## src/adc_cfg.svh

```systemverilog
// Purpose: offsets, field positions, reset values and codes
// Assumes: 16-bit register address, 8-bit register data
// Notes: control and mode registers sit after the status group
`ifndef ADC_CFG_SVH
`define ADC_CFG_SVH
`define ADDR_W 16
`define OFF_POS_CHAN 16'h1d1f
`define OFF_NEG_CHAN 16'h1d20
`define OFF_STATUS 16'h1d2a
`define OFF_REF_SEL 16'h1d2b
`define OFF_CLK_DIV 16'h1d2d
`define OFF_CONTROL 16'h1d30
`define OFF_TH_MODE 16'h1d31
`define RST_CHAN 6'h00
`define RST_REF 2'h0
`define RST_DIV 6'h00
`define RST_MODE 3'h0
`define ST_OVF 7
`define ST_UPPER 6
`define ST_LOWER 5
`define ST_UPD 4
`define CT_GO 0
`define CT_CONTINUOUS_OPERATION 1
`define CT_DOUBLE_SAMPLE_ENABLE 2
`define CT_SOI 3
`define CT_RCSRC 4
`define STAGE_IDLE 3'h0
`define STAGE_PRE1 3'h1
`define STAGE_ACQ1 3'h2
`define STAGE_CONV1 3'h3
`define STAGE_SUSP 3'h4
`define STAGE_PRE2 3'h5
`define STAGE_ACQ2 3'h6
`define STAGE_CONV2 3'h7
`define TMD_NEVER 3'h0
`define TMD_BELOW 3'h1
`define TMD_ATLEAST_LOW 3'h2
`define TMD_INSIDE 3'h3
`define TMD_OUTSIDE 3'h4
`define TMD_ATMOST_UP 3'h5
`define TMD_ABOVE 3'h6
`define TMD_ALWAYS 3'h7
`define REF_SUPPLY 2'h0
`define REF_EXTERNAL 2'h2
`define REF_FIXED 2'h3
`define CH_GUARD 6'h03
`define CH_INT_FIRST 6'h39
`define CH_GAP1_LO 6'h06
`define CH_GAP1_HI 6'h0b
`define CH_GAP2_LO 6'h18
`define CH_GAP2_HI 6'h38
`endif

```

## src/adc_pkg.sv

```systemverilog
// Purpose: shared types of the converter control block
// Assumes: constants come from adc_cfg.svh
// Notes: none
package adc_pkg;
	typedef enum logic [2:0] {
		stIdle, stPre1, stAcq1, stConv1, stSusp, stPre2, stAcq2, stConv2
	} stage_t;
	typedef logic [15:0] value_t;
	typedef logic [7:0] byte_t;
endpackage

```

## src/adc_threshold_status_config.sv

```systemverilog
// Purpose: threshold decoder, status, clock divider and input selects
// Assumes: test and update pulses come from the computation engine
// Notes: rcClk is the dedicated oscillator, sampled as a pin
`timescale 1ns/10ps
`include "adc_cfg.svh"
module adc_threshold_status_config (
	input wire logic core_clk,
	input wire logic resetn,
	input wire logic [`ADDR_W-1:0] regAddr,
	input wire adc_pkg::byte_t regWdata,
	input wire logic regWr,
	input wire logic regRd,
	output adc_pkg::byte_t regRdata,
	input wire adc_pkg::value_t computedError,
	input wire adc_pkg::value_t upperThreshold,
	input wire adc_pkg::value_t lowerThreshold,
	input wire logic thresholdTest,
	input wire logic overflowEvent,
	input wire logic computeUpdate,
	input wire logic triggerIn,
	input wire logic prechargeDone,
	input wire logic acquireDone,
	input wire logic conversionDone,
	input wire logic rcClk,
	output logic thresholdIrq,
	output logic convClkTick,
	output logic [2:0] refRoute,
	output logic [5:0] posChannel,
	output logic posConnected,
	output logic [6:0] posInternal,
	output logic [5:0] negChannel,
	output logic negConnected,
	output logic [6:0] negInternal,
	output logic [2:0] stageCode
);
	import adc_pkg::*;

	// true when a channel code reaches some input
	function automatic logic chanLive(input logic [5:0] c,
		input logic isNeg);
		logic gap;
		gap = (c >= `CH_GAP1_LO && c <= `CH_GAP1_HI) ||
			(c >= `CH_GAP2_LO && c <= `CH_GAP2_HI);
		chanLive = !gap && !(isNeg && c == `CH_GUARD);
	endfunction

	// one-hot of internal sources, bit 0 is the amplifier output
	function automatic logic [6:0] chanInternal(input logic [5:0] c);
		logic [6:0] oh;
		oh = 7'h00;
		if (c >= `CH_INT_FIRST) begin
			oh[3'(c - `CH_INT_FIRST)] = 1'b1;
		end
		chanInternal = oh;
	endfunction

	function automatic logic [2:0] stageOf(input stage_t s);
		case (s)
			stPre1: stageOf = `STAGE_PRE1;
			stAcq1: stageOf = `STAGE_ACQ1;
			stConv1: stageOf = `STAGE_CONV1;
			stSusp: stageOf = `STAGE_SUSP;
			stPre2: stageOf = `STAGE_PRE2;
			stAcq2: stageOf = `STAGE_ACQ2;
			stConv2: stageOf = `STAGE_CONV2;
			default: stageOf = `STAGE_IDLE;
		endcase
	endfunction

	logic [5:0] posChan_r;
	logic [5:0] negChan_r;
	logic [1:0] refSel_r;
	logic [5:0] clkDiv_r;
	logic [2:0] tmd_r;
	logic go_r;
	logic continuous_operation_r;
	logic double_sample_enable_r;
	logic soi_r;
	logic rcSrc_r;
	logic ovf_r;
	logic upper_r;
	logic lower_r;
	logic upd_r;
	stage_t stage_r;
	stage_t stage_nxt;
	logic [2:0] stageCode_r;
	byte_t rdata_r;
	logic irq_r;
	logic tick_r;
	logic [5:0] divCnt_r;
	logic divPhase_r;
	logic rcMeta_r;
	logic rcSync_r;
	logic rcPrev_r;
	logic [2:0] refRoute_r;
	logic posLive_r;
	logic negLive_r;
	logic [6:0] posInt_r;
	logic [6:0] negInt_r;

	// register decode
	wire hitPos = regAddr == `OFF_POS_CHAN;
	wire hitNeg = regAddr == `OFF_NEG_CHAN;
	wire hitStat = regAddr == `OFF_STATUS;
	wire hitRef = regAddr == `OFF_REF_SEL;
	wire hitDiv = regAddr == `OFF_CLK_DIV;
	wire hitCtl = regAddr == `OFF_CONTROL;
	wire hitMode = regAddr == `OFF_TH_MODE;
	wire wrStat = regWr && hitStat;
	wire wrCtl = regWr && hitCtl;

	// signed view of the compared values
	wire signed [15:0] errS = computedError;
	wire signed [15:0] upS = upperThreshold;
	wire signed [15:0] loS = lowerThreshold;
	wire aboveUp = errS > upS;
	wire belowLo = errS < loS;
	wire insideWin = (errS > loS) && (errS < upS);

	logic hitMatch;
	always_comb begin
		case (tmd_r)
			`TMD_ALWAYS: hitMatch = 1'b1;
			`TMD_ABOVE: hitMatch = aboveUp;
			`TMD_ATMOST_UP: hitMatch = !aboveUp;
			`TMD_OUTSIDE: hitMatch = belowLo || aboveUp;
			`TMD_INSIDE: hitMatch = insideWin;
			`TMD_ATLEAST_LOW: hitMatch = !belowLo;
			`TMD_BELOW: hitMatch = belowLo;
			default: hitMatch = 1'b0;
		endcase
	end
	wire irqEvent = thresholdTest && hitMatch;

	// conversion request stop; a write of go in the same cycle loses
	// to the hardware stop so a met condition is never missed
	wire soiStop = irqEvent && continuous_operation_r && soi_r;
	wire cycleEnd = stage_r == stConv2 ||
		(stage_r == stConv1 && !double_sample_enable_r);
	wire singleStop = conversionDone && cycleEnd && !continuous_operation_r;

	// stage sequencer
	always_comb begin
		stage_nxt = stage_r;
		case (stage_r)
			stIdle:
				if (go_r && (triggerIn || continuous_operation_r))
					stage_nxt = stPre1;
			stPre1:
				if (prechargeDone)
					stage_nxt = stAcq1;
			stAcq1:
				if (acquireDone)
					stage_nxt = stConv1;
			stConv1:
				if (conversionDone) begin
					if (!double_sample_enable_r)
						stage_nxt = (go_r && continuous_operation_r && !soiStop) ? stPre1 : stIdle;
					else if (continuous_operation_r)
						stage_nxt = stPre2;
					else
						stage_nxt = stSusp;
				end
			stSusp:
				if (!go_r)
					stage_nxt = stIdle;
				else if (triggerIn)
					stage_nxt = stPre2;
			stPre2:
				if (prechargeDone)
					stage_nxt = stAcq2;
			stAcq2:
				if (acquireDone)
					stage_nxt = stConv2;
			stConv2:
				if (conversionDone)
					stage_nxt = (go_r && continuous_operation_r && !soiStop) ? stPre1 : stIdle;
			default:
				stage_nxt = stIdle;
		endcase
	end

	always_ff @(posedge core_clk or negedge resetn) begin
		if (!resetn) begin
			stage_r <= stIdle;
			stageCode_r <= `STAGE_IDLE;
		end else begin
			stage_r <= stage_nxt;
			stageCode_r <= stageOf(stage_nxt);
		end
	end

	// configuration registers
	always_ff @(posedge core_clk or negedge resetn) begin
		if (!resetn) begin
			posChan_r <= `RST_CHAN;
			negChan_r <= `RST_CHAN;
			refSel_r <= `RST_REF;
			clkDiv_r <= `RST_DIV;
			tmd_r <= `RST_MODE;
		end else if (regWr) begin
			if (hitPos)
				posChan_r <= regWdata[5:0];
			if (hitNeg)
				negChan_r <= regWdata[5:0];
			if (hitRef)
				refSel_r <= regWdata[1:0];
			if (hitDiv)
				clkDiv_r <= regWdata[5:0];
			if (hitMode)
				tmd_r <= regWdata[2:0];
		end
	end

	always_ff @(posedge core_clk or negedge resetn) begin
		if (!resetn) begin
			continuous_operation_r <= 1'b0;
			double_sample_enable_r <= 1'b0;
			soi_r <= 1'b0;
			rcSrc_r <= 1'b0;
		end else if (wrCtl) begin
			continuous_operation_r <= regWdata[`CT_CONTINUOUS_OPERATION];
			double_sample_enable_r <= regWdata[`CT_DOUBLE_SAMPLE_ENABLE];
			soi_r <= regWdata[`CT_SOI];
			rcSrc_r <= regWdata[`CT_RCSRC];
		end
	end

	always_ff @(posedge core_clk or negedge resetn) begin
		if (!resetn)
			go_r <= 1'b0;
		else if (soiStop || singleStop)
			go_r <= 1'b0;
		else if (wrCtl)
			go_r <= regWdata[`CT_GO];
	end

	// status flags: hardware set wins over software clear
	always_ff @(posedge core_clk or negedge resetn) begin
		if (!resetn) begin
			ovf_r <= 1'b0;
			upd_r <= 1'b0;
			upper_r <= 1'b0;
			lower_r <= 1'b0;
		end else begin
			if (overflowEvent)
				ovf_r <= 1'b1;
			else if (wrStat && !regWdata[`ST_OVF])
				ovf_r <= 1'b0;
			if (computeUpdate || overflowEvent)
				upd_r <= 1'b1;
			else if (wrStat && !regWdata[`ST_UPD] && stage_r != stSusp)
				upd_r <= 1'b0;
			if (thresholdTest) begin
				upper_r <= aboveUp;
				lower_r <= belowLo;
			end
		end
	end

	// rcClk is asynchronous, so two flops before the edge detect
	always_ff @(posedge core_clk or negedge resetn) begin
		if (!resetn) begin
			rcMeta_r <= 1'b0;
			rcSync_r <= 1'b0;
			rcPrev_r <= 1'b0;
		end else begin
			rcMeta_r <= rcClk;
			rcSync_r <= rcMeta_r;
			rcPrev_r <= rcSync_r;
		end
	end
	wire rcRise = rcSync_r && !rcPrev_r;

	// two halves of n+1 cycles each give one tick per 2(n+1)
	wire divWrap = divCnt_r >= clkDiv_r;
	always_ff @(posedge core_clk or negedge resetn) begin
		if (!resetn) begin
			divCnt_r <= 6'h00;
			divPhase_r <= 1'b0;
			tick_r <= 1'b0;
		end else if (rcSrc_r) begin
			divCnt_r <= 6'h00;
			divPhase_r <= 1'b0;
			tick_r <= rcRise;
		end else begin
			divCnt_r <= divWrap ? 6'h00 : divCnt_r + 6'h01;
			if (divWrap)
				divPhase_r <= !divPhase_r;
			tick_r <= divWrap && divPhase_r;
		end
	end

	// selection outputs, registered so they never glitch
	logic [2:0] refRoute_nxt;
	always_comb begin
		case (refSel_r)
			`REF_FIXED: refRoute_nxt = 3'h4;
			`REF_EXTERNAL: refRoute_nxt = 3'h2;
			`REF_SUPPLY: refRoute_nxt = 3'h1;
			default: refRoute_nxt = 3'h0;
		endcase
	end

	always_ff @(posedge core_clk or negedge resetn) begin
		if (!resetn) begin
			refRoute_r <= 3'h0;
			posLive_r <= 1'b0;
			negLive_r <= 1'b0;
			posInt_r <= 7'h00;
			negInt_r <= 7'h00;
			irq_r <= 1'b0;
		end else begin
			refRoute_r <= refRoute_nxt;
			posLive_r <= chanLive(posChan_r, 1'b0);
			negLive_r <= chanLive(negChan_r, 1'b1);
			posInt_r <= chanInternal(posChan_r);
			negInt_r <= chanInternal(negChan_r);
			irq_r <= irqEvent;
		end
	end

	// read data in the cycle after the strobe; unmapped reads zero
	byte_t rd_nxt;
	always_comb begin
		rd_nxt = 8'h00;
		if (hitPos)
			rd_nxt = {2'h0, posChan_r};
		else if (hitNeg)
			rd_nxt = {2'h0, negChan_r};
		else if (hitStat)
			rd_nxt = {ovf_r, upper_r, lower_r, upd_r, 1'b0,
				stageOf(stage_r)};
		else if (hitRef)
			rd_nxt = {6'h00, refSel_r};
		else if (hitDiv)
			rd_nxt = {2'h0, clkDiv_r};
		else if (hitCtl)
			rd_nxt = {3'h0, rcSrc_r, soi_r, double_sample_enable_r, continuous_operation_r, go_r};
		else if (hitMode)
			rd_nxt = {5'h00, tmd_r};
	end

	always_ff @(posedge core_clk or negedge resetn) begin
		if (!resetn)
			rdata_r <= 8'h00;
		else if (regRd)
			rdata_r <= rd_nxt;
		else
			rdata_r <= 8'h00;
	end

	assign regRdata = rdata_r;
	assign thresholdIrq = irq_r;
	assign convClkTick = tick_r;
	assign refRoute = refRoute_r;
	assign posChannel = posChan_r;
	assign posConnected = posLive_r;
	assign posInternal = posInt_r;
	assign negChannel = negChan_r;
	assign negConnected = negLive_r;
	assign negInternal = negInt_r;
	assign stageCode = stageCode_r;
endmodule

```

## config.mk

```make
export PLATFORM = sky130hd
export DESIGN_NAME = adc_threshold_status_config
export DESIGN_NICKNAME = d
export VERILOG_FILES = /design/src/adc_pkg.sv /design/src/adc_threshold_status_config.sv
export VERILOG_INCLUDE_DIRS = /design/src
export SDC_FILE = /design/constraint.sdc
export NUM_CORES = 1
export LEC_CHECK = 0
export BUFFER_PORTS_ARGS = -buffer_cell sky130_fd_sc_hd__buf_2
export CORE_UTILIZATION = 57
export DETAILED_ROUTE_END_ITERATION = 8
export PLACE_DENSITY = 0.92
export SLEW_MARGIN = 20
export SYNTH_ARGS = -nofsm -noshare
export SYNTH_HDL_FRONTEND = slang
export SYNTH_SLANG_ARGS = --single-unit
```

## constraint.sdc

```tcl
create_clock -name core_clk -period 6.46 [get_ports core_clk]
set_clock_uncertainty 0.1 [all_clocks]
set_input_delay 0.646 -clock core_clk [delete_from_list [all_inputs] [get_ports core_clk]]
set_output_delay 0.646 -clock core_clk [all_outputs]
set_load 0.1 [all_outputs]
```

==> results.md <==
* Ys async rst share at 100%
* Pre-antenna DRT Iters at 5
* CTS Hold Buffers Added at 0
* PwrDens at 197 nW/µm²
* Fraction of layout instances using a drive strength above 1 at 32.6%
* Maximum vdd ir drop at 0.000110 V
* Post-synth design cell area at 4420 µm²
* Nets at 697
* Mapped Avg Cell Area at 10.2 µm²
* Max transition margin at 38.1%
* Fmax at 325 MHz
* Diodes inserted at 0
* Commonest register cell after synthesis: dfrtp_1
* Vias in the first global route at 3883
* Min cycle time layout at 3.08 ns
* Post_cts resized at 0
* First-pass GRT wire length at 17900 µm
* Post-CTS Repair Setup Buffers at 0
* Clock-pin slew on the worst setup and hold paths at 0.08 ns
* Psw at 0.314 mW
* FF+latch count, synth at 76
* Total CTS buffers at 9
* Max-cap violations at 0
* Fill cells at 500
* RSZ-0062 raised after global routing: no
* Final global-route overflow total at 0
* Sequential cell fraction of total power at 47.7%
* Post-synth EDFFs at 0
* Cell Int Power at 0.743 mW
* Die height at 90.1 µm
* Largest cells by area after synthesis: dfrtp_1, ha_1, mux2_2
* Worst Tran Pin Value at 0.929 ns
* Hold/Removal Path Class: reg2reg
* FF+latch area at 1900 µm²
* Final GP Congestion at 0.885
* Post-route ant nets at 0
* Setup TNS Final at 0 ns
* CP endpoint: stageCode[0]
* Crit path max fanout at 4
* Max clock buf depth at 2
* IO buf count at 126
* Gate Count Post-Synth at 433
* Hold Fails Final Rpt at 0
* Vias per std cell at 5.66
* Clock sink count at 76
* Hold WS at 0.261 ns
* Most common cell in the synthesized netlist: dfrtp_1
* CTS tree: done
* Worst skew pair latency at 0.36 ns
* Syn nets at 563
* Fin crit share at 47.6%
* Power share of the clock group at 34.9%
* Final wirelength at 10400 µm
* Final WS setup at 3.38 ns
* DRC violations left at 0
* Cell Rows at 31
* Synth unique cells at 56
* Post-route cell area at 5360 µm²
* Share of the synthesized area in the top cell type at 43.0%
* Worst r2r src: divCnt_r[0]
* Placed cell areas at 5160 µm²
* Post-DR wirelength/cell at 15.5 µm
* DIE WIDTH at 90.1 µm
* Via count at 3794
* CP Launch Type: input port
* Die ar. at 8110 µm²
* Initial core utilization at 60.0%
* Outcome: complete, no violations
* Pleak at 2.81 nW
* Clock Tree Root: clkbuf_8
* Area Growth Syn to Fin at 21.3%
* Crit path launch: computedError[14]
* R2r worst-path depth at 10
* Tot GR Track Use at 27.8%
* Area of the multi-input gates at 2290 µm²
* R2R Path End: divCnt_r[2]
* Synth top cells by count: dfrtp_1, inv_1, ha_1
* Dominant cell type by area after synthesis: dfrtp_1
* Initial antenna violation count at 0
* Worst EP arrival at 3.20 ns
* Finish-stage setup viols at 0
* I/O Pins at 128
* Pre-CTS setup slack at 3.10 ns
* H-tree depth at 3
* CP Class: in2reg
* Slew Limit Fails at 0
* First DRT Iteration DRCs at 282
* Largest net degree at the start of global routing at 77
* Reg2reg setup slack at 4.15 ns
* Switch share at 29.7%
* Gate power share at 17.4%
* CP endpoint kind: flop
* DP Wirelength at 7780 µm
* CORE AREA at 7370 µm²
* CP required at 6.59 ns
* Synth Warn # at 0
* Seq/Total Area, Yosys at 43.0%
-- layout by cell type (no fill, tap or decap), types with 4 or more instances in the layout --
cell type / netlist / final
nand2b_1: 8 / 8
buf_2: 0 / 126
dfrtp_1: 76 / 76
nand4_1: 6 / 6
xor2_1: 4 / 4
xnor2_1: 4 / 4
clkbuf_8: 0 / 11
nand2_1: 34 / 34
mux2i_1: 4 / 4
inv_1: 54 / 54
nor4_1: 5 / 5
nor3_1: 12 / 12
a21oi_1: 15 / 15
nor2_1: 27 / 27
nand3_1: 9 / 9
ha_1: 46 / 46
a21o_1: 8 / 8
mux2_2: 27 / 27
and3_1: 4 / 4
o21ai_0: 20 / 20
-- metrics by stage --
stage | total power [mW] | util [%] | instances
final | 1.06 | 72.8 | 670
after global routing | 1.10 | 72.8 | 670
after CTS | 1.06 | 72.8 | 670
after detailed placement | 0.694 | 70.0 | 655
after global placement | 0.685 | 70.0 | 655
after floorplan | 0.629 | - | 433
-- sequential cells by signal, indices dropped and copies added (netlist names), 3 cells and up --
signal	count
refRoute	3
posChannel	6
divCnt_r	6
tmd_r	3
regRdata	8
stageCode	3
clkDiv_r	6
negInternal	7
posInternal	7
negChannel	6
-- power groups by stage --
stage	sequential (mW)	combinational (mW)	clock, mW
2_1_floorplan	0.528	0.101	0
3_3_place_gp	0.513	0.172	0
3_5_place_dp	0.513	0.181	0
4_1_cts	0.504	0.184	0.372
5_1_grt	0.506	0.203	0.392
6_report	0.504	0.184	0.369
-- worst min-delay path by stage --
stage | depth (start not counted) | from | endpoint | slack (ns)
5_1_grt | 0 | rcMeta_r | rcSync_r | 0.28
6_report | 0 | rcMeta_r | rcSync_r | 0.26
2_1_floorplan | 0 | rcMeta_r | rcSync_r | 0.23
4_1_cts | 0 | rcMeta_r | rcSync_r | 0.26
3_5_place_dp | 0 | rcMeta_r | rcSync_r | 0.25
3_3_place_gp | 0 | rcMeta_r | rcSync_r | 0.24
-- worst max-delay path: stages --
cell and delay, ns:
buf_2 0.11, ha_1 0.31, nand4_1 0.17, nor4_1 0.48
o21ai_0 0.22, a31oi_1 0.35, nand2_1 0.15, and3_1 0.23
nor4_2 0.37, o21ai_0 0.17
-- kinds of logic after synthesis --
group / after synthesis / share of synthesized area (%)
compound gates: 78 / 11.7
xor+xnor: 8 / 1.58
fa+ha+maj: 46 / 13.0
buf+inv: 58 / 5.09
flops: 76 / 43.0
mux: 31 / 7.78
simple gates: 136 / 17.8
-- area by class of cell --
class                           count  area share (%)
Inverter                           54            3.78
Timing Repair Buffer              127            11.9
Tap cell                           99            2.31
Clock inverter                      4           0.910
Multi-Input combinational cell    299            42.8
Clock buffer                       11            2.82
Sequential cell                    76            35.5
-- layer usage --
| metal | routed length, µm | up-vias | global-route usage, % |
|---|---|---|---|
| li1 | - | 1795 | - |
| met4 | 336 | 0 | 13.4 |
| met5 | 0 | - | 0 |
| met1 | 4180 | 1797 | 32.9 |
| met2 | 5150 | 167 | 46.6 |
| met3 | 696 | 35 | 7.61 |
No activity file was read; power rests on OpenSTA's default activity.
